File: config.mk
export PLATFORM = sky130hd
export DESIGN_NAME = uart_flow_ctl
export DESIGN_NICKNAME = d
export VERILOG_FILES = /design/src/uart_flow_pkg.sv /design/src/uart_flow_ctl.sv
export SDC_FILE = /design/constraint.sdc
export NUM_CORES = 1
export LEC_CHECK = 0
export BUFFER_PORTS_ARGS = -buffer_cell sky130_fd_sc_hd__buf_4
export CAP_MARGIN = 10
export CORE_MARGIN = 2
export CORE_UTILIZATION = 35
export CTS_CLUSTER_DIAMETER = 60
export DETAILED_ROUTE_END_ITERATION = 12
export GPL_TIMING_DRIVEN = 0
export SYNTH_ARGS = -nofsm -noshare
export SYNTH_HDL_FRONTEND = slang
export SYNTH_SLANG_ARGS = --single-unit
File: constraint.sdc
create_clock -name clk -period 3.77 [get_ports clk]
set_clock_uncertainty 0.1 [all_clocks]
set_input_delay 0.754 -clock clk [delete_from_list [all_inputs] [get_ports clk]]
set_output_delay 0.754 -clock clk [all_outputs]
set_load 0.01 [all_outputs]
File: src/uart_flow_pkg.sv
package uart_flow_pkg;
   // register byte addresses
   localparam logic [7:0] OFF_IER = 8'h04;
   localparam logic [7:0] OFF_IIR = 8'h08;
   localparam logic [7:0] OFF_FCR = 8'h0c;
   localparam logic [7:0] OFF_LCR = 8'h10;
   localparam logic [7:0] OFF_MCR = 8'h14;
   localparam logic [7:0] OFF_LSR = 8'h18;
   localparam logic [7:0] OFF_MSR = 8'h1c;
   localparam logic [7:0] OFF_SPR = 8'h20;
   localparam logic [7:0] OFF_DLL = 8'h24;
   localparam logic [7:0] OFF_DLH = 8'h28;
   localparam logic [7:0] OFF_EFR = 8'h2c;
   localparam logic [7:0] OFF_RES1 = 8'h30;
   localparam logic [7:0] OFF_RES2 = 8'h34;
   localparam logic [7:0] OFF_STOP1 = 8'h38;
   localparam logic [7:0] OFF_STOP2 = 8'h3c;
   localparam logic [7:0] OFF_TCR = 8'h40;
   localparam logic [7:0] OFF_TLR = 8'h44;
   // reset values, and the ident code read while the stop flag is set
   localparam logic [7:0] IIR_RST = 8'h01;
   localparam logic [7:0] LCR_RST = 8'h1d;
   localparam logic [7:0] LSR_RST = 8'h60;
   localparam logic [7:0] IIR_XOFF_CODE = 8'h10;
   // field positions
   localparam int EFR_AUTO_CTS = 7;
   localparam int EFR_SPECIAL = 5;
   localparam int MCR_XON_ANY = 5;
   localparam int MCR_RTS = 1;
   localparam int MCR_DTR = 0;
   localparam int IER_XOFF = 5;
   localparam int LCR_STOP2 = 2;
   localparam int LCR_PAR_EN = 3;
   localparam int LCR_EVEN = 4;
   localparam int LCR_BREAK = 6;
   // thresholds count in steps of four characters
   localparam int THR_SHIFT = 2;
   // clock cycles per serial bit
   localparam int BIT_CYC = 16;

   typedef struct packed {
      logic err;
      logic [7:0] data;
   } rx_char_t;
endpackage : uart_flow_pkg

File: src/uart_flow_ctl.sv
// Operation
// RULE1 - two feature bits enable automatic CTS gating and automatic RTS separately; the code has auto CTS (bit 7) only, rts_n follows the modem control RTS bit
// RULE2 - with auto CTS, start each new character only while CTS is low
// RULE3 - CTS rising mid-character finishes that character and withholds the next
// RULE4 - CTS returning low lets queued transmit data flow again
// RULE5 - upper select bits choose transmitted flow characters: none, pair one, two, both
// RULE6 - lower select bits choose receive compare; 11 means either or sequential pairs
// RULE7 - any-character resume bit: any received character after a stop resumes
// RULE8 - special character matching stop two flags, stores, clears on ident read
// RULE9 - received stop halts after current character, sets flag, drives interrupt
// RULE10 - received resume characters clear the flag and restart transmission
// RULE11 - flow character with parity, framing or break error is ordinary data
// RULE12 - send stop characters once receive level passes the halt threshold
// RULE13 - after a stop, send resume characters when level falls to resume threshold
// RULE14 - disabling or changing flow mode after a stop sends the original resume
// RULE15 - unmatched first character of a sequential pair is stored as data
// RULE16 - flow characters framed like data, only word-length low bits sent
// RULE17 - software never enables hardware and software flow control together
// RULE18 - reset clears enable, fifo control, thresholds, trigger; ident 01, line 1d
// RULE19 - reset clears modem control and feature bits 6..0, bit 7 inverse prescale pin
// RULE20 - reset line status 60, modem status low deltas cleared, pointers cleared
// RULE21 - reset keeps divisors, scratchpad and the four flow characters
// RULE22 - reset drives serial out, RTS, DTR, receive ready high; transmit ready low
// RULE23 - each flow character is a full byte register compared on all bits
`timescale 1ns/1ns
module uart_flow_ctl
   import uart_flow_pkg::*;
#(
   parameter int LVL_W = 7,
   parameter int BIT_CYCLES = BIT_CYC
)
(
   // clock and reset
   input wire logic clk,
   input wire logic rst,
   // apb slave
   input wire logic [7:0] paddr,
   input wire logic psel,
   input wire logic penable,
   input wire logic pwrite,
   input wire logic [31:0] pwdata,
   output logic [31:0] prdata,
   output logic pready,
   output logic pslverr,
   // transmit fifo head
   input wire logic txf_valid,
   input wire logic [7:0] txf_data,
   input wire logic txf_full,
   output logic txf_take,
   // received characters and receive fifo
   input wire logic rxc_valid,
   input wire rx_char_t rxc,
   input wire logic [LVL_W-1:0] rx_level,
   output logic rxw_valid,
   output rx_char_t rxw,
   // pins
   input wire logic cts_n,
   input wire logic dsr_n,
   input wire logic ri_n,
   input wire logic cd_n,
   input wire logic prescale_select_pin,
   output logic tx_out,
   output logic rts_n,
   output logic dtr_n,
   output logic receive_ready_out_n,
   output logic transmit_ready_out_n,
   output logic int_out
);
   typedef enum logic [2:0] {TX_IDLE, TX_START, TX_DATA, TX_PAR, TX_STOP} tx_state_t;

   logic [7:0] interrupt_enable_reg_r, fifo_control_reg_r, line_control_reg_r;
   logic [7:0] modem_control_reg_r, enhanced_feature_reg_r;
   logic [7:0] flow_threshold_reg_r, trigger_level_reg_r, line_status_reg_r;
   logic [7:0] scratchpad_reg_r, divisor_low_byte_r, divisor_high_byte_r;
   logic [7:0] resume_char_one_r, resume_char_two_r, stop_char_one_r, stop_char_two_r;
   logic [3:0] msr_delta_r, modem_prev_r;
   logic [31:0] prdata_r, rd_nxt;
   logic pready_r, pslverr_r, hit;
   logic wr_done, rd_done, iir_rd, msr_rd;

   tx_state_t state_r;
   logic [15:0] cyc_r;
   logic [2:0] idx_r;
   logic [7:0] shift_r;
   logic line_r, par_r, stop_two_r, tx_out_r, txf_take_r;
   logic cts_ok, bit_end, flow_load;

   logic flow_busy_r, flow_res_r, flow_second_r, xoff_sent_r;
   logic [1:0] flow_sel_r, sent_sel_r;
   logic [LVL_W-1:0] halt_lvl, res_lvl;

   logic halted_r, flag_r, flag_special_r;
   logic pend_r, pend_stop_r, hold_v_r;
   rx_char_t pend_c_r, hold_c_r, in_c, rxw_r;
   logic rxw_valid_r, in_v, ok, seq, stop_hit, res_hit;
   logic m_s1, m_s2, m_r1, m_r2;
   logic [1:0] rsel, tsel;
   logic rts_n_r, dtr_n_r, rx_rdy_n_r, tx_rdy_n_r, int_out_r;

   // apb: one wait state, answer comes from flops
   assign wr_done = psel && penable && pready_r && pwrite;
   assign rd_done = psel && penable && pready_r && !pwrite;
   assign iir_rd = rd_done && paddr == OFF_IIR;
   assign msr_rd = rd_done && paddr == OFF_MSR;

   always_comb
   begin
      hit = 1'b1;
      rd_nxt = 32'h0000_0000;
      case (paddr)
         OFF_IER: rd_nxt[7:0] = interrupt_enable_reg_r;
         OFF_IIR: rd_nxt[7:0] = flag_r ? IIR_XOFF_CODE : IIR_RST;
         OFF_FCR: rd_nxt[7:0] = fifo_control_reg_r;
         OFF_LCR: rd_nxt[7:0] = line_control_reg_r;
         OFF_MCR: rd_nxt[7:0] = modem_control_reg_r;
         OFF_LSR: rd_nxt[7:0] = line_status_reg_r;
         OFF_MSR: rd_nxt[7:0] = {~cd_n, ~ri_n, ~dsr_n, ~cts_n, msr_delta_r};
         OFF_SPR: rd_nxt[7:0] = scratchpad_reg_r;
         OFF_DLL: rd_nxt[7:0] = divisor_low_byte_r;
         OFF_DLH: rd_nxt[7:0] = divisor_high_byte_r;
         OFF_EFR: rd_nxt[7:0] = enhanced_feature_reg_r;
         OFF_RES1: rd_nxt[7:0] = resume_char_one_r;
         OFF_RES2: rd_nxt[7:0] = resume_char_two_r;
         OFF_STOP1: rd_nxt[7:0] = stop_char_one_r;
         OFF_STOP2: rd_nxt[7:0] = stop_char_two_r;
         OFF_TCR: rd_nxt[7:0] = flow_threshold_reg_r;
         OFF_TLR: rd_nxt[7:0] = trigger_level_reg_r;
         default: hit = 1'b0;
      endcase
   end

   always_ff @(posedge clk)
   begin
      if (rst)
      begin
         pready_r <= 1'b0;
         pslverr_r <= 1'b0;
         prdata_r <= 32'h0000_0000;
      end
      else
      begin
         pready_r <= psel && penable && !pready_r;
         pslverr_r <= psel && penable && !pready_r && !hit;
         prdata_r <= (psel && penable && !pready_r && !pwrite) ? rd_nxt : 32'h0000_0000;
      end
   end

   // RULE18 RULE19 reset values
   always_ff @(posedge clk)
   begin
      if (rst)
      begin
         interrupt_enable_reg_r <= 8'h00;
         fifo_control_reg_r <= 8'h00;
         line_control_reg_r <= LCR_RST;
         flow_threshold_reg_r <= 8'h00;
         trigger_level_reg_r <= 8'h00;
         modem_control_reg_r <= {~prescale_select_pin, 7'h00};
         enhanced_feature_reg_r <= {~prescale_select_pin, 7'h00};
      end
      else if (wr_done)
      begin
         case (paddr)
            OFF_IER: interrupt_enable_reg_r <= pwdata[7:0];
            OFF_FCR: fifo_control_reg_r <= pwdata[7:0];
            OFF_LCR: line_control_reg_r <= pwdata[7:0];
            OFF_MCR: modem_control_reg_r <= pwdata[7:0];
            OFF_EFR: enhanced_feature_reg_r <= pwdata[7:0];
            OFF_TCR: flow_threshold_reg_r <= pwdata[7:0];
            OFF_TLR: trigger_level_reg_r <= pwdata[7:0];
            default: ;
         endcase
      end
   end

   // RULE21 RULE23 retained through reset
   always_ff @(posedge clk)
   begin
      if (wr_done)
      begin
         case (paddr)
            OFF_SPR: scratchpad_reg_r <= pwdata[7:0];
            OFF_DLL: divisor_low_byte_r <= pwdata[7:0];
            OFF_DLH: divisor_high_byte_r <= pwdata[7:0];
            OFF_RES1: resume_char_one_r <= pwdata[7:0];
            OFF_RES2: resume_char_two_r <= pwdata[7:0];
            OFF_STOP1: stop_char_one_r <= pwdata[7:0];
            OFF_STOP2: stop_char_two_r <= pwdata[7:0];
            default: ;
         endcase
      end
   end

   // RULE20 status after reset
   always_ff @(posedge clk)
   begin
      if (rst)
      begin
         line_status_reg_r <= LSR_RST;
         msr_delta_r <= 4'h0;
         // no false delta from pins already low
         modem_prev_r <= {cd_n, ri_n, dsr_n, cts_n};
      end
      else
      begin
         line_status_reg_r <= {1'b0, state_r == TX_IDLE && !txf_valid, !txf_valid, 4'h0,
            rx_level != '0};
         modem_prev_r <= {cd_n, ri_n, dsr_n, cts_n};
         // a change seen during the read still sets its delta
         msr_delta_r <= (msr_rd ? 4'h0 : msr_delta_r)
            | (modem_prev_r ^ {cd_n, ri_n, dsr_n, cts_n});
      end
   end

   // RULE1 RULE2 RULE4 auto cts only checked at character start
   assign cts_ok = !enhanced_feature_reg_r[EFR_AUTO_CTS] || !cts_n;
   assign bit_end = cyc_r == 16'(BIT_CYCLES - 1);
   assign flow_load = state_r == TX_IDLE && flow_busy_r && cts_ok;

   // RULE5 pair one for 10, pair two for 01, one then two for 11
   function automatic logic [7:0] flow_char(input logic res, input logic [1:0] sel,
      input logic second, input logic [7:0] r1, input logic [7:0] r2,
      input logic [7:0] s1, input logic [7:0] s2);
      logic use_two;
      use_two = sel == 2'b01 || second;
      if (res)
         flow_char = use_two ? r2 : r1;
      else
         flow_char = use_two ? s2 : s1;
   endfunction : flow_char

   // RULE3 RULE16 serializer; flow characters share data framing
   always_ff @(posedge clk)
   begin
      if (rst)
      begin
         state_r <= TX_IDLE;
         line_r <= 1'b1;
         cyc_r <= 16'h0000;
         idx_r <= 3'h0;
         shift_r <= 8'h00;
         par_r <= 1'b0;
         stop_two_r <= 1'b0;
         txf_take_r <= 1'b0;
      end
      else
      begin
         txf_take_r <= 1'b0;
         cyc_r <= bit_end ? 16'h0000 : cyc_r + 16'h0001;
         case (state_r)
            TX_IDLE:
            begin
               cyc_r <= 16'h0000;
               if (flow_load || (txf_valid && !halted_r && cts_ok))
               begin
                  shift_r <= flow_load ? flow_char(flow_res_r, flow_sel_r, flow_second_r,
                     resume_char_one_r, resume_char_two_r, stop_char_one_r, stop_char_two_r)
                     : txf_data;
                  txf_take_r <= !flow_load;
                  par_r <= !line_control_reg_r[LCR_EVEN];
                  // wraps to 0 as bit 0 goes out
                  idx_r <= 3'h7;
                  line_r <= 1'b0;
                  state_r <= TX_START;
               end
            end
            TX_START, TX_DATA:
               if (bit_end)
               begin
                  line_r <= shift_r[0];
                  par_r <= par_r ^ shift_r[0];
                  shift_r <= {1'b0, shift_r[7:1]};
                  state_r <= TX_DATA;
                  idx_r <= idx_r + 3'h1;
                  if (state_r == TX_DATA && idx_r == {1'b1, line_control_reg_r[1:0]})
                  begin
                     line_r <= line_control_reg_r[LCR_PAR_EN] ? par_r : 1'b1;
                     state_r <= line_control_reg_r[LCR_PAR_EN] ? TX_PAR : TX_STOP;
                     stop_two_r <= line_control_reg_r[LCR_STOP2];
                  end
               end
            TX_PAR:
               if (bit_end)
               begin
                  line_r <= 1'b1;
                  state_r <= TX_STOP;
               end
            TX_STOP:
               if (bit_end)
               begin
                  stop_two_r <= 1'b0;
                  if (!stop_two_r)
                     state_r <= TX_IDLE;
               end
            default: state_r <= TX_IDLE;
         endcase
      end
   end

   // RULE12 RULE13 thresholds in units of four characters
   assign halt_lvl = LVL_W'({flow_threshold_reg_r[3:0], 2'b00});
   assign res_lvl = LVL_W'({flow_threshold_reg_r[7:4], 2'b00});
   assign tsel = enhanced_feature_reg_r[3:2];
   assign rsel = enhanced_feature_reg_r[1:0];

   always_ff @(posedge clk)
   begin
      if (rst)
      begin
         flow_busy_r <= 1'b0;
         flow_res_r <= 1'b0;
         flow_second_r <= 1'b0;
         flow_sel_r <= 2'b00;
         xoff_sent_r <= 1'b0;
         sent_sel_r <= 2'b00;
      end
      else if (flow_busy_r)
      begin
         if (flow_load)
         begin
            flow_second_r <= flow_sel_r == 2'b11 && !flow_second_r;
            flow_busy_r <= flow_sel_r == 2'b11 && !flow_second_r;
         end
      end
      // RULE13 RULE14 resume uses the selection the stop went out with
      else if (xoff_sent_r && (tsel != sent_sel_r || rx_level <= res_lvl))
      begin
         flow_busy_r <= 1'b1;
         flow_res_r <= 1'b1;
         flow_sel_r <= sent_sel_r;
         flow_second_r <= 1'b0;
         xoff_sent_r <= 1'b0;
      end
      // RULE12 stop characters
      else if (!xoff_sent_r && tsel != 2'b00 && rx_level > halt_lvl)
      begin
         flow_busy_r <= 1'b1;
         flow_res_r <= 1'b0;
         flow_sel_r <= tsel;
         flow_second_r <= 1'b0;
         xoff_sent_r <= 1'b1;
         sent_sel_r <= tsel;
      end
   end

   // receive compare; a held char is replayed the cycle after a pair breaks
   assign in_v = hold_v_r || rxc_valid;
   assign in_c = hold_v_r ? hold_c_r : rxc;
   // RULE11 erroneous characters never match
   assign ok = !in_c.err;
   // RULE23 full byte compare
   assign m_s1 = in_c.data == stop_char_one_r;
   assign m_s2 = in_c.data == stop_char_two_r;
   assign m_r1 = in_c.data == resume_char_one_r;
   assign m_r2 = in_c.data == resume_char_two_r;
   // RULE6 sequential pairs when transmit uses both or none
   assign seq = rsel == 2'b11 && (tsel == 2'b11 || tsel == 2'b00);
   assign stop_hit = ok && ((rsel == 2'b10 && m_s1) || (rsel == 2'b01 && m_s2)
      || (rsel == 2'b11 && !seq && (m_s1 || m_s2)));
   assign res_hit = ok && ((rsel == 2'b10 && m_r1) || (rsel == 2'b01 && m_r2)
      || (rsel == 2'b11 && !seq && (m_r1 || m_r2)));

   always_ff @(posedge clk)
   begin
      if (rst)
      begin
         halted_r <= 1'b0;
         flag_r <= 1'b0;
         flag_special_r <= 1'b0;
         pend_r <= 1'b0;
         pend_stop_r <= 1'b0;
         pend_c_r <= '0;
         hold_v_r <= 1'b0;
         hold_c_r <= '0;
         rxw_valid_r <= 1'b0;
         rxw_r <= '0;
      end
      else
      begin
         rxw_valid_r <= 1'b0;
         hold_v_r <= 1'b0;
         // RULE8 ident read clears a special-character flag; a set below wins
         if (iir_rd && flag_special_r)
            flag_r <= 1'b0;
         if (rsel == 2'b00)
            halted_r <= 1'b0;
         if (in_v)
         begin
            if (pend_r)
            begin
               pend_r <= 1'b0;
               if (ok && (pend_stop_r ? m_s2 : m_r2))
               begin
                  halted_r <= pend_stop_r;
                  flag_r <= pend_stop_r;
                  flag_special_r <= 1'b0;
               end
               else
               begin
                  // RULE15 broken pair: first char goes in as data
                  rxw_valid_r <= 1'b1;
                  rxw_r <= pend_c_r;
                  hold_v_r <= 1'b1;
                  hold_c_r <= in_c;
               end
            end
            // RULE9 stop halts the next start, flags
            else if (stop_hit)
            begin
               halted_r <= 1'b1;
               flag_r <= 1'b1;
               flag_special_r <= 1'b0;
            end
            // RULE10 resume
            else if (res_hit)
            begin
               halted_r <= 1'b0;
               flag_r <= 1'b0;
            end
            else if (ok && seq && (m_s1 || m_r1))
            begin
               pend_r <= 1'b1;
               pend_stop_r <= m_s1;
               pend_c_r <= in_c;
            end
            else
            begin
               rxw_valid_r <= 1'b1;
               rxw_r <= in_c;
               // RULE7 any character resumes
               if (modem_control_reg_r[MCR_XON_ANY] && halted_r)
               begin
                  halted_r <= 1'b0;
                  flag_r <= 1'b0;
               end
               // RULE8 special character flags without halting
               if (enhanced_feature_reg_r[EFR_SPECIAL] && ok && m_s2)
               begin
                  flag_r <= 1'b1;
                  flag_special_r <= 1'b1;
               end
            end
         end
      end
   end

   // RULE22 pin states
   always_ff @(posedge clk)
   begin
      if (rst)
      begin
         tx_out_r <= 1'b1;
         rts_n_r <= 1'b1;
         dtr_n_r <= 1'b1;
         rx_rdy_n_r <= 1'b1;
         tx_rdy_n_r <= 1'b0;
         int_out_r <= 1'b0;
      end
      else
      begin
         tx_out_r <= line_r && !line_control_reg_r[LCR_BREAK];
         rts_n_r <= !modem_control_reg_r[MCR_RTS];
         dtr_n_r <= !modem_control_reg_r[MCR_DTR];
         rx_rdy_n_r <= rx_level == '0;
         tx_rdy_n_r <= txf_full;
         // RULE9 interrupt when enabled
         int_out_r <= flag_r && interrupt_enable_reg_r[IER_XOFF];
      end
   end

   assign prdata = prdata_r;
   assign pready = pready_r;
   assign pslverr = pslverr_r;
   assign txf_take = txf_take_r;
   assign rxw_valid = rxw_valid_r;
   assign rxw = rxw_r;
   assign tx_out = tx_out_r;
   assign rts_n = rts_n_r;
   assign dtr_n = dtr_n_r;
   assign receive_ready_out_n = rx_rdy_n_r;
   assign transmit_ready_out_n = tx_rdy_n_r;
   assign int_out = int_out_r;
endmodule : uart_flow_ctl

==> qor.csv, run 1 <==
metric,value,unit
run status,finished clean,
Slew HR,0.1598,
initial antenna violation count,0,
number of flops mapped to enable cells by yosys,58,
Final min period,3.318,ns
sequence of cells on the critical path,"buf_4, clkbuf_1, nor4b_1, nand2_1, nor3_1",
row cnt,62,
Congestion Overflow GR,0,
n_diodes,0,
pin count of the biggest net entering global routing,15,
first-pass GRT wire length,48450,um
Hold Fails Final Rpt,0,
via count,8753,
CTS tree,built,
CP Max Fanout,10,
wire per inst,20.26,um
Placed Instances,1565,
total track usage,0.2070,
Layout Area Growth over Synthesis,19.63,%
number of detailed-route iterations in the first pass,6,
placer congestion estimate,0.9993,
Final Power,0.005255,W
Avg Inst Size Synth,9.516,um^2
"Cell Area, Placed",11420,um^2
clk_lat worst skew,0.53,ns
drt total wl,32720,um
Max Buffers Root-to-Sink,3,
CORE AREA,28780,um^2
drt drc,0,
# clock sinks,215,
Die Y,175.0,um
cts hold-fix bufs,0,
CP Data Required Time,3.81,ns
Max stage delay on crit path,0.89,ns
post-cts resize count,0,
Top Ports,128,
WP buf/inv,2,
Peak VDD IR,0.2366,mV
CP startpoint kind,input port,
clk root buf,clkbuf_16,
HPWL Detailed,23910,um
RSZ-0062 raised after global routing,false,
Final Instance Count excl. Fillers,1615,
DR vias/cell,5.420,
post-synthesis sequential area ratio,0.4775,
die width,175.0,um
Main synth FF type,dfxtp_1,
Post-synth ARST share,0,
1st-iter DRT viols,960,
Post-CTS Setup Bufs,0,
path type of the worst setup path,input port to flop,
vias in the first global route,7879,
Crit. End Element,flop,
clk slew on worst S/H paths,0.06,ns
share of cells above drive strength 1,0.1617,
setup TNS,0,ns
# Max-Cap Violations,0,
Slew Limit Fails,0,
Worst-Margin Slew,1.251,ns
Initial Util,0.3554,
"flops & latches, synth",215,
hold_ws,0.2635,ns
die area,30610,um^2
# setup viols final,0,
final antenna-violating net count,0,
synth unique cells,69,
PwrDens,429.4,nW/um^2
post-route cell area,12240,um^2
P_leak,4.360,nW
CP top delay family,simple AND/OR/NAND/NOR gates,
fmax,301.4,MHz
NumNets Final,1299,
Ys Warns,0,
Post-Syn Instances,1075,
Arrival @ worst endpoint,3.36,ns
mapped cell area,10230,um^2
# H-tree levels,1,
number of buffers created by CTS,26,
worst hold path type,input port to flop,
"Slowest-stage cell, CP",nor3_1,
Port Buffer Count,79,
r2r setup slk,0.53,ns
period utilisation layout,0.8802,
[final cells by class]
class | instances | area, um^2
clock buffers | 38 | 747.0
fillers | 2838 | 16540
inverters | 29 | 108.9
well taps | 384 | 480.5
clock inverters | 10 | 60.06
flip-flops and latches | 215 | 4885
repair buffers | 85 | 628.1
plain buffers | 65 | 350.3
multi-input cells | 789 | 4979
[worst paths after layout]
check	cells past startpoint	to	from
setup reg to reg	9	rxw[4]$_SDFFE_PP0P_	hold_v_r$_SDFF_PP0_
hold reg to reg	1	cyc_r[0]$_SDFF_PP0_	cyc_r[0]$_SDFF_PP0_
hold / removal	1	modem_prev_r[2]$_DFF_P_	ri_n
setup / recovery	5	scratchpad_reg_r[0]$_DFFE_PP_	paddr[5]
[synthesized netlist by cell type (8+ instances only)]
| library cell | number | share of area |
|---|---|---|
| dfxtp_1 | 157 | 0.31 |
| nand2_1 | 150 | 0.055 |
| a21oi_1 | 100 | 0.049 |
| nor2_1 | 87 | 0.032 |
| edfxtp_1 | 58 | 0.17 |
| nand3_1 | 50 | 0.024 |
| xnor2_1 | 42 | 0.036 |
| clkbuf_1 | 33 | 0.012 |
| inv_1 | 28 | 0.010 |
| mux2i_1 | 27 | 0.026 |
| a221oi_1 | 24 | 0.021 |
| buf_4 | 24 | 0.018 |
| nor3_1 | 24 | 0.012 |
| o21ai_0 | 23 | 0.011 |
| a211oi_1 | 21 | 0.015 |
| a22oi_1 | 16 | 0.012 |
| a31oi_1 | 16 | 0.0098 |
| nor2b_1 | 15 | 0.0092 |
| xor2_1 | 14 | 0.012 |
| nor4_1 | 12 | 0.0073 |
| and3_1 | 11 | 0.0067 |
| ha_1 | 11 | 0.013 |
| mux2_2 | 11 | 0.012 |
| mux2_4 | 9 | 0.013 |
| a22o_1 | 8 | 0.0068 |
| mux4_2 | 8 | 0.018 |
| nand4_1 | 8 | 0.0049 |
[cells by family after synthesis]
logic type	share of synthesized area
AOI/OAI and AO/OA	0.1578
xor gates and xnor gates	0.04795
adders and majority gates	0.01345
buffers and inverters	0.04489
DFF	0.4775
muxes	0.08525
other	0.0003666
and+or+nand+nor	0.1728
[report_power, final]
part,switching (W),internal [W]
Combinational,0.000270,0.000180
Clock,0.000987,0.00137
Sequential,0.0000295,0.00242
[metal layers]
metal  routed length [um]  GRT usage
met1                14250     0.2900
met2                14590     0.3263
met3                 2957    0.03438
met4                  932    0.06563
met5                    0          0
[cell usage in the layout (no fill, tap or decap), drive strengths merged, types with 4 or more instances in the layout]
cell type	count
clkinv	9
nand3	50
mux2i	35
a221oi	24
a211oi	22
a32oi	4
or3	4
nand3b	4
o21a	5
xnor2	42
o22ai	5
clkbuf	72
nor2b	15
xor2	14
edfxtp	58
mux2	20
ha	11
mux4	8
nand2	150
a21oi	101
buf	116
dfxtp	157
conb	24
a22oi	16
o21ai	23
and3	11
a31oi	16
nor4	14
nor2	88
inv	29
nand4	8
a22o	8
or2	6
nor3	24
[through the flow]
stage	util	setup slack [ns]
global route	0.4252	0.1811
CTS	0.4248	0.4051
finish	0.4252	0.4517
global placement	0.3957	-0.05720
detailed placement	0.3967	-0.1363
floorplan	-	0.8353
[registers in the layout (all words and copies together), names as in the netlist, 9 cells and up]
register and flops:
pend_c_r 9, hold_c_r 9, rxw 9, cyc_r 16
Note: power is estimated with default switching activity, not from simulation.
==> run 2, diff against run 1 <==
--- a/config.mk
+++ b/config.mk
@@ -7,11 +7,11 @@
 export LEC_CHECK = 0
 export BUFFER_PORTS_ARGS = -buffer_cell sky130_fd_sc_hd__buf_4
 export CAP_MARGIN = 10
-export CORE_MARGIN = 2
 export CORE_UTILIZATION = 35
 export CTS_CLUSTER_DIAMETER = 60
 export DETAILED_ROUTE_END_ITERATION = 12
 export GPL_TIMING_DRIVEN = 0
+export PLACE_DENSITY = 0.54
 export SYNTH_ARGS = -nofsm -noshare
 export SYNTH_HDL_FRONTEND = slang
 export SYNTH_SLANG_ARGS = --single-unit
==> run 2 against run 1 <==
Effect of this change: utilization rose by 0.17 points; via count shrank 0.59%; fmax up 0.25%; sequential power is essentially flat; register-to-register slack worse by 0.07 ns; die area decreased by 2.3%; cell count unchanged; worst setup slack better by 0.0084 ns; wire length increased by 2.4%; worst hold slack lost 0.0043 ns; count of clock-buffer cells in the layout unchanged.
==> qor.csv, run 2 (synthesis gave the netlist of run 1 again) <==
metric,value,unit
run status,finished clean,
path type of the worst setup path,flop to flop,
CP top delay family,compound AO/OA/AOI/OAI gates,
1st-iter DRT viols,824,
pin count of the biggest net entering global routing,15,
PwrDens,430.9,nW/um^2
Congestion Overflow GR,0,
DR vias/cell,5.388,
CP Depth,9,
WP buf/inv,2,
wire per inst,20.76,um
CP startpoint kind,flop,
combinational share of power,0.086,
period utilisation layout,0.8780,
# clock sinks,215,
most frequent cells in the layout,"157 x dfxtp_1, 150 x nand2_1, 105 x buf_4, 100 x a21oi_1, 87 x nor2_1",
drt drc,0,
Layout Area Growth over Synthesis,19.79,%
sw frac,0.2458,
Final Power,0.005280,W
sequence of cells on the critical path,"buf_6, mux2i_4, xnor2_1, nor4_1, nand2_1, a211oi_4, o31a_1, buf_6, mux2_4",
clk root buf,clkbuf_16,
cts hold-fix bufs,0,
vias in the first global route,8140,
Biggest register,cyc_r,
die width,173.0,um
RSZ-0062 raised after global routing,false,
clk slew on worst S/H paths,0.06,ns
clock share of power,0.451,
Final min period,3.310,ns
placer congestion estimate,0.9874,
worst hold path type,input port to flop,
Peak VDD IR,0.2838,mV
NumNets Final,1300,
hold_ws,0.2592,ns
Internal Power,0.003983,W
# Max-Cap Violations,0,
# H-tree levels,1,
CORE AREA,28700,um^2
pre-CTS setup slack,-0.02120,ns
final antenna-violating net count,0,
Slew Limit Fails,0,
Worst-Margin Slew,1.155,ns
Hold Fails Final Rpt,0,
P_sw,0.001298,W
via count,8701,
first-pass GRT wire length,50220,um
r2r endpoint,rxw[7]$_SDFFE_PP0P_,
post-cts resize count,0,
Port Buffer Count,79,
"Slowest-stage cell, CP",a211oi_4,
die area,29920,um^2
share of cells above drive strength 1,0.1633,
clk_lat worst skew,0.53,ns
CP Data Required Time,4.08,ns
R2R cell count,9,
CP startpoint,hold_v_r$_SDFF_PP0_,
Crit. End Element,flop,
Reg power frac,0.463,
final setup margin,0.4601,ns
Die Y,173.0,um
# setup viols final,0,
HPWL Detailed,24310,um
row cnt,62,
"commonest non-fill, non-tap cell in the layout",dfxtp_1,
CP Max Fanout,10,
total track usage,0.2206,
P_leak,4.362,nW
CTS tree,built,
drt total wl,33520,um
FF-to-FF Start,hold_v_r$_SDFF_PP0_,
Max Buffers Root-to-Sink,3,
crit path capture,rxw[7]$_SDFFE_PP0P_,
n_diodes,0,
number of detailed-route iterations in the first pass,6,
Initial Util,0.3564,
Post-CTS Setup Bufs,0,
Layout fillers,2859,
r2r setup slk,0.46,ns
Slew HR,0.2239,
Top Ports,128,
most frequent CP cell,buf_6,
max reg flops,16,
end-of-flow core utilization,0.4269,
number of buffers created by CTS,27,
fmax,302.1,MHz
Max stage delay on crit path,0.58,ns
initial antenna violation count,1,
Arrival @ worst endpoint,3.62,ns
## run 2: changes by cell type in the layout (fill, tap and decap cells not counted), sizes merged
cell,change
clkinvlp,+1
buf,-1
inv,+3
clkinv,-4
clkbuf,+1
## run 2: worst reg2reg max path, cell delays in order (launching register included)
cell and delay, ns:
dfxtp_1 0.42, buf_6 0.26, mux2i_4 0.39, xnor2_1 0.11, nor4_1 0.35, nand2_1 0.27, a211oi_4 0.58, o31a_1 0.23
buf_6 0.18, mux2_4 0.32
## run 2: power groups by stage
stage | Combinational [W] | Sequential (W) | Clock, W
2_1_floorplan | 0.000267 | 0.00249 | 0
5_1_grt | 0.000497 | 0.00245 | 0.00252
6_report | 0.000454 | 0.00244 | 0.00238
3_5_place_dp | 0.000449 | 0.00249 | 0
3_3_place_gp | 0.000448 | 0.00249 | 0
4_1_cts | 0.000451 | 0.00244 | 0.00242
## run 2: per-stage QoR
step	instances	area, um^2	TNS, ns
floorplan	1098	10320	0
global placement	1561	11390	-0.5194
detailed placement	1564	11420	-0.1681
CTS	1612	12240	0
global route	1615	12250	0
finish	1615	12250	0
## run 2: worst min-delay path by stage
stage | from | to | slack, ns | cells after the start
finish | ri_n | modem_prev_r[2]$_DFF_P_ | 0.26 | 1
detailed placement | cyc_r[0]$_SDFF_PP0_ | cyc_r[0]$_SDFF_PP0_ | 0.34 | 1
CTS | ri_n | modem_prev_r[2]$_DFF_P_ | 0.25 | 1
floorplan | modem_control_reg_r[1]$_SDFFE_PP0P_ | rts_n$_SDFF_PP1_ | 0.27 | 1
global route | ri_n | modem_prev_r[2]$_DFF_P_ | 0.25 | 1
global placement | cyc_r[0]$_SDFF_PP0_ | cyc_r[0]$_SDFF_PP0_ | 0.34 | 1
## run 2: routing by layer
metal,track usage,share of wire,vias to the layer above,wire (um)
met5,0.009615,0.0012,-,39
met4,0.08038,0.034,2,1151
met3,0.03452,0.076,68,2531
met2,0.3375,0.43,383,14450
met1,0.3131,0.46,4114,15350
li1,-,-,4134,-
## run 2: final cells by class
type | count | area [um^2] | share of cell area
Timing Repair Buffer | 85 | 630.6 | 0.05146
Buffer | 65 | 350.3 | 0.02859
Tap cell | 384 | 480.5 | 0.03921
Sequential cell | 215 | 4885 | 0.3986
Clock inverter | 10 | 67.56 | 0.005514
Inverter | 29 | 108.9 | 0.008883
Multi-Input combinational cell | 789 | 4984 | 0.4067
Clock buffer | 38 | 748.2 | 0.06106
